[src/logic/capu_defs.vh]
// Constants for the compare and PWM unit: register offsets, field positions, reset values and codes.
// Assumes a plain byte-wide register port with a 4-bit address.
`ifndef CAPU_DEFS_VH
`define CAPU_DEFS_VH

// ==========================================================================
// Register offsets
`define CAPU_OFS_U1_LOW 4'h0
`define CAPU_OFS_U1_HIGH 4'h1
`define CAPU_OFS_U1_CTRL 4'h2
`define CAPU_OFS_U2_LOW 4'h3
`define CAPU_OFS_U2_HIGH 4'h4
`define CAPU_OFS_U2_CTRL 4'h5
`define CAPU_OFS_BASE_COUNT 4'h6
`define CAPU_OFS_PERIOD 4'h7
`define CAPU_OFS_BASE_CTRL 4'h8
`define CAPU_OFS_TIMER_SEL 4'h9
`define CAPU_OFS_STATUS 4'ha

// ==========================================================================
// Field positions
`define CAPU_CTRL_DUTY_HI 5
`define CAPU_CTRL_DUTY_LO 4
`define CAPU_CTRL_FUNC_HI 3
`define CAPU_CTRL_FUNC_LO 0
`define CAPU_BASE_PRE_HI 1
`define CAPU_BASE_PRE_LO 0
`define CAPU_BASE_ENABLE 2
`define CAPU_BASE_POST_HI 6
`define CAPU_BASE_POST_LO 3
`define CAPU_STAT_U1_FLAG 0
`define CAPU_STAT_U2_FLAG 1
`define CAPU_STAT_BASE_FLAG 2

// ==========================================================================
// Reset values
`define CAPU_RST_CTRL 8'h00
`define CAPU_RST_BASE_COUNT 8'h00
`define CAPU_RST_PERIOD 8'hff
`define CAPU_RST_BASE_CTRL 8'h00
`define CAPU_RST_TIMER_SEL 8'h00

// ==========================================================================
// Function select codes
`define CAPU_FN_OFF 4'h0
`define CAPU_FN_TOGGLE 4'h2
`define CAPU_FN_FORCE_HIGH 4'h8
`define CAPU_FN_FORCE_LOW 4'h9
`define CAPU_FN_SOFT 4'ha
`define CAPU_FN_SPECIAL 4'hb
`define CAPU_FN_PWM_TOP 2'h3

// ==========================================================================
// Base timer prescale codes and phase widths
`define CAPU_PRE_DIV1 2'h0
`define CAPU_PRE_DIV4 2'h1
`define CAPU_PHASE_MAX_DIV1 6'h03
`define CAPU_PHASE_MAX_DIV4 6'h0f
`define CAPU_PHASE_MAX_DIV16 6'h3f

`endif

[src/logic/capu_top.v]
// Compare and PWM unit: two compare/PWM channels, the PWM base timer and the register port.
// Assumes the two 16-bit timers live outside and take their reset pulses from here,
// and that clk_sys is the quarter-phase clock of the core instruction cycle.
//
// Contract
// - Compare value checked against selected 16-bit timer.
// - Match drives pin high, low, toggles or leaves.
// - Match flag set with the pin action.
// - Control zero forces output latch low.
// - Software-event code only raises match event.
// - First unit trigger resets its timer.
// - Trigger resets the unit's selected timer.
// - Second unit trigger starts enabled conversion.
// - Trigger reset never sets timer overflow flags.
// - PWM output with 10-bit duty resolution.
// - Period comes from period register.
// - Period match clears timer, sets pin, loads; pin stays low when the new duty is zero.
// - Postscaler excluded from PWM period.
// - Duty is low byte plus control bits.
// - Duty moves to shadow only at period.
// - Shadow is read-only in PWM mode.
// - Pin clears when shadow equals extended timer.
// - Duty beyond period never clears pin.
// - Base prescaler divides by 1, 4, 16.
// - Compare function codes and their pin actions.
// - Code zero resets unit; 11xx selects PWM.
`timescale 1ns/1ps
`include "capu_defs.vh"

// ==========================================================================
// One compare/PWM channel
module capu_unit (
	input wire clk_sys,
	input wire rst,
	input wire clk_en,
	input wire [7:0] wdata,
	input wire wr_low,
	input wire wr_high,
	input wire wr_ctrl,
	input wire flag_clr,
	input wire [15:0] count,
	input wire [7:0] base_count,
	input wire [1:0] extra,
	input wire period_roll,
	output reg [7:0] value_low,
	output reg [7:0] value_high,
	output reg [5:0] ctrl,
	output reg pin,
	output reg flag,
	output reg trig
);
	reg [1:0] shadow_low;
	reg eq_q;
	wire [3:0] func;
	wire pwm_mode;
	wire cmp_mode;
	wire eq;
	wire hit;
	wire [9:0] pending_duty;
	wire init_wr;

	assign func = ctrl[`CAPU_CTRL_FUNC_HI:`CAPU_CTRL_FUNC_LO];
	assign pwm_mode = (func[3:2] == `CAPU_FN_PWM_TOP);
	assign cmp_mode = (func == `CAPU_FN_TOGGLE) || (func == `CAPU_FN_FORCE_HIGH) || (func == `CAPU_FN_FORCE_LOW) ||
		(func == `CAPU_FN_SOFT) || (func == `CAPU_FN_SPECIAL);
	assign eq = cmp_mode && ({value_high, value_low} == count);
	// A long stretch of equality (timer stopped) gives one event, not one per cycle.
	assign hit = eq && !eq_q;
	assign pending_duty = {value_low, ctrl[`CAPU_CTRL_DUTY_HI:`CAPU_CTRL_DUTY_LO]};
	assign init_wr = wr_ctrl && ((wdata[3:0] == `CAPU_FN_OFF) || (wdata[3:0] == `CAPU_FN_FORCE_HIGH) ||
		(wdata[3:0] == `CAPU_FN_FORCE_LOW));

	always @(posedge clk_sys or posedge rst) begin
		if (rst) begin
			value_low <= 8'h00;
			value_high <= 8'h00;
			ctrl <= 6'h00;
			shadow_low <= 2'h0;
			eq_q <= 1'b0;
			pin <= 1'b0;
			flag <= 1'b0;
			trig <= 1'b0;
		end else if (clk_en) begin
			eq_q <= eq;
			// Set wins over a clear arriving in the same cycle.
			flag <= hit | (flag & ~flag_clr);
			trig <= hit && (func == `CAPU_FN_SPECIAL);
			if (wr_low) begin
				value_low <= wdata;
			end
			if (wr_high && !pwm_mode) begin
				value_high <= wdata;
			end
			if (wr_ctrl) begin
				ctrl <= wdata[5:0];
				eq_q <= 1'b0;
				trig <= 1'b0;
			end
			// Other control writes fall through, so rewriting the duty bits never swallows a period start.
			if (init_wr) begin
				case (wdata[3:0])
					`CAPU_FN_OFF: begin
						pin <= 1'b0;
					end
					`CAPU_FN_FORCE_HIGH: begin
						pin <= 1'b0;
					end
					`CAPU_FN_FORCE_LOW: begin
						pin <= 1'b1;
					end
					default: begin
						pin <= pin;
					end
				endcase
			end else if (pwm_mode) begin
				if (period_roll) begin
					value_high <= value_low;
					shadow_low <= ctrl[`CAPU_CTRL_DUTY_HI:`CAPU_CTRL_DUTY_LO];
					pin <= (pending_duty != 10'h000);
				end else if ({value_high, shadow_low} == {base_count, extra}) begin
					// A duty beyond the period never meets the timer, so the pin stays high.
					pin <= 1'b0;
				end
			end else if (hit) begin
				case (func)
					`CAPU_FN_TOGGLE: begin
						pin <= ~pin;
					end
					`CAPU_FN_FORCE_HIGH: begin
						pin <= 1'b1;
					end
					`CAPU_FN_FORCE_LOW: begin
						pin <= 1'b0;
					end
					default: begin
						pin <= pin;
					end
				endcase
			end
		end
	end
endmodule // capu_unit

// ==========================================================================
// Top level
module capu_top (
	input wire clk_sys,
	input wire rst,
	input wire clk_en,
	input wire [3:0] reg_addr,
	input wire [7:0] reg_wdata,
	input wire reg_wr,
	input wire reg_rd,
	output reg [7:0] reg_rdata,
	input wire [15:0] timer_a_count,
	input wire [15:0] timer_b_count,
	input wire adc_enable,
	output reg first_unit_pin,
	output reg second_unit_pin,
	output reg timer_a_reset,
	output reg timer_b_reset,
	output reg overflow_suppress,
	output reg adc_start,
	output reg base_tick
);
	reg [7:0] pwm_base_count;
	reg [7:0] pwm_period_value;
	reg [7:0] base_timer_control;
	reg [1:0] timer_select;
	reg [5:0] phase;
	reg [3:0] post_count;
	reg base_flag;
	reg [5:0] phase_max;
	reg [1:0] extra;
	reg [5:0] next_phase;
	reg [7:0] next_count;
	wire base_run;
	wire base_inc;
	wire period_roll;
	wire [7:0] u1_low;
	wire [7:0] u1_high;
	wire [5:0] u1_ctrl;
	wire u1_pin;
	wire u1_flag;
	wire u1_trig;
	wire [7:0] u2_low;
	wire [7:0] u2_high;
	wire [5:0] u2_ctrl;
	wire u2_pin;
	wire u2_flag;
	wire u2_trig;
	wire flag_wr;

	assign flag_wr = reg_wr && (reg_addr == `CAPU_OFS_STATUS);

	// ======================================================================
	// Base timer prescaler and extra duty bits
	always @* begin
		case (base_timer_control[`CAPU_BASE_PRE_HI:`CAPU_BASE_PRE_LO])
			`CAPU_PRE_DIV1: begin
				phase_max = `CAPU_PHASE_MAX_DIV1;
			end
			`CAPU_PRE_DIV4: begin
				phase_max = `CAPU_PHASE_MAX_DIV4;
			end
			default: begin
				phase_max = `CAPU_PHASE_MAX_DIV16;
			end
		endcase
		next_phase = phase;
		next_count = pwm_base_count;
		if (base_run && (phase == phase_max)) begin
			next_phase = 6'h00;
			if (pwm_base_count == pwm_period_value) begin
				next_count = 8'h00;
			end else begin
				next_count = pwm_base_count + 8'h01;
			end
		end else if (base_run) begin
			next_phase = phase + 6'h01;
		end
		// Channels see the timer value this edge produces, so the pin falls exactly duty steps after the roll.
		case (base_timer_control[`CAPU_BASE_PRE_HI:`CAPU_BASE_PRE_LO])
			`CAPU_PRE_DIV1: begin
				extra = next_phase[1:0];
			end
			`CAPU_PRE_DIV4: begin
				extra = next_phase[3:2];
			end
			default: begin
				extra = next_phase[5:4];
			end
		endcase
	end

	assign base_run = base_timer_control[`CAPU_BASE_ENABLE];
	assign base_inc = base_run && (phase == phase_max);
	assign period_roll = base_inc && (pwm_base_count == pwm_period_value);

	always @(posedge clk_sys or posedge rst) begin
		if (rst) begin
			phase <= 6'h00;
			pwm_base_count <= `CAPU_RST_BASE_COUNT;
			pwm_period_value <= `CAPU_RST_PERIOD;
			base_timer_control <= `CAPU_RST_BASE_CTRL;
			timer_select <= 2'h0;
			post_count <= 4'h0;
			base_flag <= 1'b0;
			base_tick <= 1'b0;
		end else if (clk_en) begin
			base_tick <= 1'b0;
			phase <= next_phase;
			pwm_base_count <= next_count;
			// The postscaler only paces the tick and the base flag; the period above never looks at it.
			if (period_roll) begin
				if (post_count == base_timer_control[`CAPU_BASE_POST_HI:`CAPU_BASE_POST_LO]) begin
					post_count <= 4'h0;
					base_tick <= 1'b1;
				end else begin
					post_count <= post_count + 4'h1;
				end
			end
			base_flag <= (period_roll && post_count == base_timer_control[`CAPU_BASE_POST_HI:`CAPU_BASE_POST_LO]) |
				(base_flag & ~(flag_wr & reg_wdata[`CAPU_STAT_BASE_FLAG]));
			if (reg_wr) begin
				case (reg_addr)
					`CAPU_OFS_BASE_COUNT: begin
						pwm_base_count <= reg_wdata;
						phase <= 6'h00;
					end
					`CAPU_OFS_PERIOD: begin
						pwm_period_value <= reg_wdata;
					end
					`CAPU_OFS_BASE_CTRL: begin
						base_timer_control <= {1'b0, reg_wdata[6:0]};
					end
					`CAPU_OFS_TIMER_SEL: begin
						timer_select <= reg_wdata[1:0];
					end
					default: begin
						timer_select <= timer_select;
					end
				endcase
			end
		end
	end

	// ======================================================================
	// Channels
	capu_unit u_first (
		.clk_sys(clk_sys),
		.rst(rst),
		.clk_en(clk_en),
		.wdata(reg_wdata),
		.wr_low(reg_wr && reg_addr == `CAPU_OFS_U1_LOW),
		.wr_high(reg_wr && reg_addr == `CAPU_OFS_U1_HIGH),
		.wr_ctrl(reg_wr && reg_addr == `CAPU_OFS_U1_CTRL),
		.flag_clr(flag_wr && reg_wdata[`CAPU_STAT_U1_FLAG]),
		.count(timer_select[0] ? timer_b_count : timer_a_count),
		.base_count(next_count),
		.extra(extra),
		.period_roll(period_roll),
		.value_low(u1_low),
		.value_high(u1_high),
		.ctrl(u1_ctrl),
		.pin(u1_pin),
		.flag(u1_flag),
		.trig(u1_trig)
	);

	capu_unit u_second (
		.clk_sys(clk_sys),
		.rst(rst),
		.clk_en(clk_en),
		.wdata(reg_wdata),
		.wr_low(reg_wr && reg_addr == `CAPU_OFS_U2_LOW),
		.wr_high(reg_wr && reg_addr == `CAPU_OFS_U2_HIGH),
		.wr_ctrl(reg_wr && reg_addr == `CAPU_OFS_U2_CTRL),
		.flag_clr(flag_wr && reg_wdata[`CAPU_STAT_U2_FLAG]),
		.count(timer_select[1] ? timer_b_count : timer_a_count),
		.base_count(next_count),
		.extra(extra),
		.period_roll(period_roll),
		.value_low(u2_low),
		.value_high(u2_high),
		.ctrl(u2_ctrl),
		.pin(u2_pin),
		.flag(u2_flag),
		.trig(u2_trig)
	);

	// ======================================================================
	// Pins, trigger routing and read port
	always @(posedge clk_sys or posedge rst) begin
		if (rst) begin
			first_unit_pin <= 1'b0;
			second_unit_pin <= 1'b0;
			timer_a_reset <= 1'b0;
			timer_b_reset <= 1'b0;
			overflow_suppress <= 1'b0;
			adc_start <= 1'b0;
			reg_rdata <= 8'h00;
		end else if (clk_en) begin
			first_unit_pin <= u1_pin;
			second_unit_pin <= u2_pin;
			timer_a_reset <= (u1_trig && !timer_select[0]) || (u2_trig && !timer_select[1]);
			timer_b_reset <= (u1_trig && timer_select[0]) || (u2_trig && timer_select[1]);
			// The timers treat this as a clear, not a wrap, so no overflow flag follows.
			overflow_suppress <= u1_trig || u2_trig;
			adc_start <= u2_trig && adc_enable;
			reg_rdata <= 8'h00;
			if (reg_rd) begin
				case (reg_addr)
					`CAPU_OFS_U1_LOW: reg_rdata <= u1_low;
					`CAPU_OFS_U1_HIGH: reg_rdata <= u1_high;
					`CAPU_OFS_U1_CTRL: reg_rdata <= {2'b00, u1_ctrl};
					`CAPU_OFS_U2_LOW: reg_rdata <= u2_low;
					`CAPU_OFS_U2_HIGH: reg_rdata <= u2_high;
					`CAPU_OFS_U2_CTRL: reg_rdata <= {2'b00, u2_ctrl};
					`CAPU_OFS_BASE_COUNT: reg_rdata <= pwm_base_count;
					`CAPU_OFS_PERIOD: reg_rdata <= pwm_period_value;
					`CAPU_OFS_BASE_CTRL: reg_rdata <= base_timer_control;
					`CAPU_OFS_TIMER_SEL: reg_rdata <= {6'h00, timer_select};
					`CAPU_OFS_STATUS: reg_rdata <= {5'h00, base_flag, u2_flag, u1_flag};
					default: reg_rdata <= 8'h00;
				endcase
			end
		end
	end
endmodule // capu_top

[config.mk]
export PLATFORM = sky130hd
export DESIGN_NAME = capu_top
export DESIGN_NICKNAME = d
export VERILOG_FILES = /design/src/logic/capu_top.v
export VERILOG_INCLUDE_DIRS = /design/src /design/src/logic
export SDC_FILE = /design/constraint.sdc
export NUM_CORES = 1
export LEC_CHECK = 0
export BUFFER_PORTS_ARGS = -buffer_cell sky130_fd_sc_hd__buf_4
export CAP_MARGIN = 40
export CORE_MARGIN = 1.5
export CORE_UTILIZATION = 55
export DETAILED_ROUTE_END_ITERATION = 10
export PLACE_DENSITY = 0.77
export SYNTH_ARGS = -nofsm -noshare
export SYNTH_HDL_FRONTEND = slang
export SYNTH_SLANG_ARGS = --single-unit
[constraint.sdc]
create_clock -name clk_sys -period 3.3 [get_ports clk_sys]
set_clock_uncertainty 0.15 [all_clocks]
set_input_delay 0.495 -clock clk_sys [delete_from_list [all_inputs] [get_ports clk_sys]]
set_output_delay 0.495 -clock clk_sys [all_outputs]
set_load 0.005 [all_outputs]
==> out/metrics.csv, run 1 <==
metric,value,unit
crit_chain,or4_4 > a221o_1 > nor3_1 > buf_4 > nor2_1 > a311oi_1 > nand4_1 > nor3_1 > o211ai_1,
drive_gt1_share,22.8,%
fin_ws,0.199,ns
grt_pass1_vias,7113,
post_cts_resized,0,
portBuffers,64,
grt_overflow,0,
post_cts_buffers,0,
cts_root_buffer,clkbuf_16,
grt.busiest_layer,met2,
drt-total-wl,26.9,mm
critical-path-top-delay-family,simple AND/OR/NAND/NOR gates,
finalHoldViolCount,0,
p_leak,3.54,nW
tightest_slew,0.851,ns
numClockSinks,107,
die_height,119,µm
clock_latency,0.36,ns
use_met1,51.8,%
worstSetupStartpointType,flop,
wl_per_cell,25.5,µm
tns,0,ns
cts_tree,built,
end_kind,flop,
drv_slew,0,
cp_common_cell,nor3_1,
htree_levels,3,
grt_util_all_layers,38.8,%
synth_cell_types,74,
syn_avg_cell_area,9.08,µm²
via_count,7214,
core_area,13100,µm²
via_per_inst,6.86,
clk_pin_slew,0.08,ns
netlist_area,7370,µm²
required,3.38,ns
syn_nets,865,
critPathKind,flop to flop,
ys_seq_elements,107,
cp_slowest_stage_delay,0.58,ns
grt_pass1_wl,41.0,mm
grtUsageMet3,9.89,%
drt-pass1-iter-count,6,
dp_slack,0.209,ns
dieArea,14100,µm²
period_needed,3.10,ns
cp_max_fo,10,
route.detailed.drc,0,
clock_path_buffers,2,
initial_core_util,56.1,%
fmax,0.322,GHz
ctsHoldBuffers,1,
synth_ff_type,dfrtp_1,
area_growth,15.2,%
io_pins,65,
cts_buffers,9,
slew_headroom,41.8,%
dieWidth,119,µm
layout_worst_path_cycle_share,94.0,%
cpMaxStageDelayCell,or4_4,
diodes,0,
max_cap_viol_count,0,
drt-initial-drc-count,1054,
finalSetupViolCount,0,
stdcell_count,1052,
final_net_count,924,
grt_max_degree,69,
antenna_found_initial,0,
dp_cells,1035,
peakVddDrop,0.445,mV
postSynthCellCount,812,
use_met2,58.2,%
dp_hpwl,19.6,mm
rsz0062_at_grt,false,
drtAntennaViolNets,0,
final_util,64.6,%
power.density,569,nW/µm²
crit_arrival,3.19,ns
status,finished clean,
yosysWarnings,0,
place.gp.congestion,0.980,
critPathBufInv,1,
synth-edff-count,0,
hp-class,primary input to flop,
num_rows,42,
ff2ff_setup_slack,0.20,ns
async_flop_share,100,%
yosysSeqAreaShare,36.4,%
==> path summary, 6_finish.rpt <==
kind                                              endpoint  cells past startpoint                              start
max reg2reg                        u_first.pin$_DFFE_PP0P_                      9  base_timer_control[0]$_DFFE_PP0P_
min                                  adc_start$_DFFE_PP0P_                      3                         adc_enable
max                                u_first.pin$_DFFE_PP0P_                      9  base_timer_control[0]$_DFFE_PP0P_
max in group asynchronous  pwm_period_value[5]$_DFFE_PP1P_                      4                                rst
min reg2reg                       reg_rdata[3]$_DFFE_PP0P_                      1           reg_rdata[3]$_DFFE_PP0P_
min in group asynchronous        post_count[0]$_DFFE_PP0P_                      3                                rst
==> layout by cell type, fill, tap and decap left out, types with 9 or more instances in the layout <==
master	Yosys	routed
nand3_1	27	27
a21oi_1	49	49
nor4_1	19	19
nor3_1	30	30
inv_1	20	19
nor2b_1	12	12
o22ai_1	20	20
clkbuf_16	0	9
nand2_1	61	61
xnor2_1	35	35
buf_4	4	102
mux2i_1	45	45
mux2_2	52	52
nor2_1	53	53
nand2b_1	10	10
dfrtp_1	99	99
nand4_1	9	9
xor2_1	27	27
o21ai_0	50	50
==> per-layer routing <==
layer | part of all wire (%) | up-vias
li1 | - | 3123
met1 | 39 | 3517
met2 | 44 | 451
met3 | 11 | 123
met4 | 6.1 | 0
met5 | 0 | -
==> cells in the mapped netlist (all sizes together), types with 4 or more instances <==
library cell | n | area, µm²
nand3 | 27 | 135
a22o | 6 | 52.6
nor2 | 53 | 199
nand2 | 61 | 229
dfrtp | 99 | 2480
a21oi | 52 | 272
a221o | 5 | 50.1
a31oi | 5 | 31.3
buf | 15 | 83.8
a2111oi | 5 | 56.3
inv | 20 | 75.1
mux2i | 45 | 450
nor2b | 12 | 75.1
a211oi | 6 | 45.0
nand4 | 9 | 56.3
or3 | 4 | 35.0
xnor2 | 35 | 307
o21ai | 50 | 250
nand2b | 10 | 62.6
xor2 | 27 | 236
a21o | 4 | 30.0
and2 | 7 | 43.8
clkbuf | 42 | 158
mux2 | 52 | 586
nor3 | 30 | 150
a22oi | 8 | 60.1
nor4 | 22 | 156
o22ai | 20 | 125
o211ai | 4 | 35.0
and3 | 8 | 50.1
dfstp | 8 | 210
o2bb2ai | 8 | 70.1
==> final cells by class <==
type                            count  area (µm²)
Clock buffer                        9         225
Clock inverter                      7        93.8
Fill cell                        1075        4650
Inverter                           20        78.8
Multi-Input combinational cell    628        4370
Sequential cell                   107        2690
Tap cell                          176         220
Timing Repair Buffer              105         816
==> worst min-delay path: cells and delay by family <==
kind,cells,cell delay (ns)
AND/OR/NAND/NOR,1,0.06
buffers and inverters,1,0.08
AO/OA/AOI/OAI,1,0.07
==> logic make-up (layout without fill, tap and decap cells) <==
logic type	Yosys count	count (layout)	share of synthesized area, %
simple gates	256	256	17.6
compound gates	208	208	19.1
flops	107	107	36.4
mux	99	99	14.7
buf+inv	77	141	4.29
xor+xnor	62	62	7.36
fa+ha+maj	3	3	0.509
==> registers in the layout (all words and copies together), names as in the netlist, 2 cells and up <==
name	count
u_first.value_high	8
u_second.shadow_low	2
u_second.ctrl	6
u_first.ctrl	6
base_timer_control	7
post_count	4
u_first.value_low	8
pwm_base_count	8
pwm_period_value	8
reg_rdata	8
timer_select	2
u_second.value_low	8
phase	6
u_first.shadow_low	2
u_second.value_high	8
==> power by group <==
group / switching [mW] / internal, mW / total (mW) / leakage [nW]
Clock: 0.557 / 0.610 / 1.17 / 0.156
Sequential: 0.475 / 1.55 / 2.03 / 1.35
Combinational: 0.868 / 0.768 / 1.64 / 2.03
Total: 1.90 / 2.93 / 4.83 / 3.54
==> through the flow <==
stage / total power [mW] / hold WS (ns) / cell area, µm²
final: 4.83 / 0.231 / 8490
after global routing: 5.03 / 0.245 / 8490
after CTS: 4.77 / 0.222 / 8490
after detailed placement: 3.61 / 0.318 / 8160
after global placement: 3.57 / 0.317 / 8160
after floorplan: 2.96 / 0.316 / 7380
(Power assumes the default switching activity.)
==> run 2: changes to the inputs <==
CAP_MARGIN = 20   (was 40)
SETUP_SLACK_MARGIN = 0.4   (was default)
SLEW_MARGIN = 15   (was default)
==> run 2 against run 1 <==
Sequential share of layout area decreased by 0.53 points. Register-to-register slack improved by 0.17 ns. Clock power about the same. Count of clock-buffer cells in the layout unchanged. First-iteration DRC count increased by 4.4%. Via count increased by 0.82%. Global-route usage increased by 0.23 points. Critical path depth unchanged. Final area increased by 1.8%. Highest routed layer unchanged.
==> out/metrics.csv, run 2 (synthesis gave the netlist of run 1 again) <==
metric,value,unit
status,finished clean,
grt_max_degree,69,
initial_core_util,56.1,%
max_cap_viol_count,0,
finalHoldViolCount,0,
cts_buffers,9,
grt_util_all_layers,39.0,%
place.gp.congestion,0.980,
hp-class,primary input to flop,
required,3.39,ns
drt-pass1-iter-count,6,
diodes,0,
portBuffers,64,
clock_latency,0.36,ns
power.total,4.87,mW
die_height,119,µm
cts_tree,built,
final_common_cell,buf_4,
final_cell_mix,"buf_4, dfrtp_1, nand2_1, mux2_2, nor2_1",
cts_root_buffer,clkbuf_16,
tns,0,ns
via_count,7273,
period_needed,2.94,ns
end_kind,flop,
num_rows,42,
grt_pass1_vias,7175,
fmax,0.341,GHz
power.density,564,nW/µm²
core_area,13100,µm²
worstSetupStartpointType,flop,
grt_overflow,0,
slew_headroom,30.1,%
clk_pin_slew,0.08,ns
dieArea,14100,µm²
finalSetupViolCount,0,
dp_hpwl,19.6,mm
wl_per_cell,25.7,µm
tightest_slew,1.02,ns
antenna_found_initial,0,
cpMaxStageDelayCell,or4_4,
p_leak,3.61,nW
drt-initial-drc-count,1100,
via_per_inst,6.87,
layout_worst_path_cycle_share,89.0,%
cp_slowest_stage_delay,0.57,ns
crit_chain,or4_4 > a221o_2 > buf_4 > or3_4 > a221o_1 > nand4_1 > nor4_2 > a21oi_1 > o211ai_2,
drv_slew,0,
peakVddDrop,0.447,mV
htree_levels,3,
numClockSinks,107,
ff2ff_setup_slack,0.36,ns
cp_max_fo,4,
io_pins,65,
rsz0062_at_grt,true,
drt-total-wl,27.2,mm
final_net_count,930,
crit_arrival,3.03,ns
drtAntennaViolNets,0,
area_growth,17.3,%
route.detailed.drc,0,
clock_path_buffers,2,
grt_pass1_wl,41.3,mm
dieWidth,119,µm
critPathKind,flop to flop,
drive_gt1_share,24.7,%
-- run 2: repair_timing --
action	CTS	global route
pin swaps	6	4
hold buffers	1	0
resized for setup	12	12
cloned	0	0
setup buffers	5	1
setup endpoints to repair	2	20
hold endpoints to repair	11	0
-- run 2: power by group --
part	internal [mW]	switching, mW	total [mW]	leakage [nW]
clock	0.610	0.557	1.17	0.156
sequential	1.55	0.472	2.03	1.35
combinational	0.786	0.895	1.68	2.10
-- run 2: path summary, 6_finish.rpt --
| kind | cells past startpoint | end | startpoint |
|---|---|---|---|
| max | 9 | u_second.pin$_DFFE_PP0P_ | base_timer_control[1]$_DFFE_PP0P_ |
| min | 3 | adc_start$_DFFE_PP0P_ | adc_enable |
| max reg2reg | 9 | u_second.pin$_DFFE_PP0P_ | base_timer_control[1]$_DFFE_PP0P_ |
| min reg2reg | 1 | reg_rdata[3]$_DFFE_PP0P_ | reg_rdata[3]$_DFFE_PP0P_ |
| max in group asynchronous | 4 | pwm_period_value[5]$_DFFE_PP1P_ | rst |
| min in group asynchronous | 3 | post_count[0]$_DFFE_PP0P_ | rst |
-- run 2: layout make-up --
type	count	area [µm²]
Fill cell	1058	4490
Multi-Input combinational cell	628	4470
Sequential cell	107	2690
Timing Repair Buffer	111	872
Clock buffer	9	225
Tap cell	176	220
Clock inverter	7	93.8
Inverter	20	78.8
-- run 2: worst max-delay path: cells and delay by family, from the launching register on --
| family | cells | cell delay [ns] |
|---|---|---|
| DFF | 1 | 0.44 |
| buffers and inverters | 1 | 0.15 |
| and+or+nand+nor | 4 | 1.09 |
| AOI/OAI and AO/OA | 4 | 0.99 |
-- run 2: metrics by stage --
stage / std cells / worst slack, ns / hold WS, ns / cell area [µm²] / util [%]
after detailed placement: 1035 / 0.209 / 0.318 / 8160 / 62.1
after CTS: 1057 / 0.390 / 0.222 / 8570 / 65.2
after global routing: 1058 / 0.257 / 0.245 / 8650 / 65.8
after global placement: 1035 / 0.270 / 0.317 / 8160 / 62.1
after floorplan: 812 / 0.508 / 0.316 / 7380 / -
final: 1058 / 0.364 / 0.231 / 8650 / 65.8
-- run 2: routing by layer --
layer | part of all wire (%) | GRT usage [%]
met1 | 38 | 51.8
met2 | 45 | 58.9
met3 | 12 | 9.99
met4 | 5.3 | 19.9
met5 | 0 | 0
==> run 3: changes to the inputs <==
CORE_UTILIZATION = 60   (was 55)
PLACE_DENSITY = 0.8   (was 0.77)
clock period = 3.7 ns   (was 3.3 ns; I/O delays follow)
==> run 3 against run 2 <==
Count of clock-buffer cells in the layout increased by 1. Power decreased by 14%. Global-route usage increased by 1.1 points. Cell count decreased by 5.4%. Wire length decreased by 7.3%.
==> out/metrics.csv, run 3 (synthesis gave the netlist of run 1 again) <==
metric,value,unit
status,finished clean,
die_height,114,µm
critical-path-top-delay-family,simple AND/OR/NAND/NOR gates,
drt-total-wl,25.2,mm
layout_worst_path_cycle_share,84.4,%
tns,0,ns
cp_slowest_stage_delay,0.58,ns
route.detailed.drc,0,
max_cap_viol_count,0,
slew_headroom,33.3,%
crit_chain,or4_4 > a21oi_2 > mux2_2 > nor4_1 > o2111ai_1 > nor4_2 > a21oi_1 > o211ai_2,
cp-endpoint,u_second.pin$_DFFE_PP0P_,
final_net_count,902,
required,3.84,ns
grt_pass1_vias,6645,
cp_max_fo,12,
worstReg2RegEnd,u_second.pin$_DFFE_PP0P_,
drive_gt1_share,21.5,%
grt_max_degree,71,
peakVddDrop,0.345,mV
clk_pin_slew,0.08,ns
cpMaxStageDelayCell,or4_4,
grt_overflow,0,
clock_latency,0.37,ns
fin_ws,0.576,ns
area_growth,12.5,%
initial_core_util,61.4,%
final_common_cell,dfrtp_1,
tightest_slew,0.991,ns
antenna_found_initial,0,
wl_per_cell,25.2,µm
crit_arrival,3.27,ns
via_per_inst,7.05,
grt_util_all_layers,40.1,%
via_count,7056,
dieArea,13000,µm²
num_rows,40,
diodes,0,
drv_slew,0,
numClockSinks,107,
drt-initial-drc-count,1078,
place.gp.congestion,1.03,
r2r_start,base_timer_control[1]$_DFFE_PP0P_,
portBuffers,64,
drt-pass1-iter-count,6,
finalHoldViolCount,0,
rr_worst_depth,8,
final_cell_mix,"dfrtp_1, buf_4, nand2_1, mux2_2, nor2_1",
rsz0062_at_grt,false,
hp-class,primary input to asynchronous set/reset pin,
worstSetupStartpointType,flop,
power.density,506,nW/µm²
stdcell_count,1001,
critPathLaunch,base_timer_control[1]$_DFFE_PP0P_,
cts_root_buffer,clkbuf_16,
dieWidth,114,µm
grt_pass1_wl,38.5,mm
p_leak,3.42,nW
end_kind,flop,
power.total,4.19,mW
critPathKind,flop to flop,
ctsHoldBuffers,0,
dp_slack,0.425,ns
clock_path_buffers,2,
cts_tree,built,
dp_hpwl,18.0,mm
cp.depth,8,
dp_cells,985,
cts_buffers,9,
critPathBufInv,0,
ff2ff_setup_slack,0.58,ns
core_area,12000,µm²
io_pins,65,
htree_levels,3,
fmax,0.320,GHz
period_needed,3.12,ns
finalSetupViolCount,0,
final_util,69.1,%
drtAntennaViolNets,0,
-- run 3: cell count changes in the layout (fill, tap and decap cells not counted), sizes merged --
cell	before	now
inv	22	21
dlygate4sd3	1	0
clkinvlp	1	2
buf	110	83
bufinv	1	0
clkbuf	9	10
-- run 3: worst reg2reg max path, stage by stage, from the launching register on --
cell and delay (ns):
dfrtp_2 0.49, or4_4 0.58, a21oi_2 0.27, mux2_2 0.37, nor4_1 0.27, o2111ai_1 0.25
nor4_2 0.35, a21oi_1 0.13, o211ai_2 0.18
-- run 3: what timing repair did --
action	CTS	global route
resized for setup	0	8
hold endpoints to repair	0	0
setup buffers	0	0
setup endpoints to repair	0	22
-- run 3: final cells by class --
type,count,area [µm²]
clock buffers,10,239
clock inverters,6,67.6
inverters,20,78.8
flip-flops and latches,107,2690
well taps,147,184
fillers,980,3710
repair buffers,83,636
multi-input cells,628,4400
-- run 3: report_power, final --
group          internal [mW]  switching (mW)
Combinational          0.645           0.704
Sequential              1.38           0.461
Clock                  0.496           0.505
Total                   2.52            1.67
-- run 3: layer usage --
metal  track usage [%]  up-vias  share of wire (%)
met5                 0        -                  0
met4              16.4        0                4.3
met3              9.30       94                 12
met2              60.8      486                 45
met1              55.7     3396                 39
li1                  -     3080                  -
-- run 3: worst min path at each step --
stage | start | endpoint | slack [ns] | depth (start not counted)
after floorplan | u_first.flag$_DFFE_PP0P_ | u_first.flag$_DFFE_PP0P_ | 0.32 | 1
after global placement | reg_rdata[7]$_DFFE_PP0P_ | reg_rdata[7]$_DFFE_PP0P_ | 0.32 | 1
after detailed placement | reg_rdata[7]$_DFFE_PP0P_ | reg_rdata[7]$_DFFE_PP0P_ | 0.32 | 1
after CTS | rst | reg_rdata[5]$_DFFE_PP0P_ | 0.23 | 2
after global routing | rst | base_tick$_DFFE_PP0P_ | 0.27 | 2
final | rst | reg_rdata[0]$_DFFE_PP0P_ | 0.20 | 2
-- run 3: metrics by stage --
| stage | hold slack [ns] | area, µm² |
|---|---|---|
| global route | 0.268 | 8300 |
| detailed placement | 0.325 | 7960 |
| CTS | 0.229 | 8260 |
| floorplan | 0.316 | 7380 |
| finish | 0.199 | 8300 |
| global placement | 0.317 | 7960 |
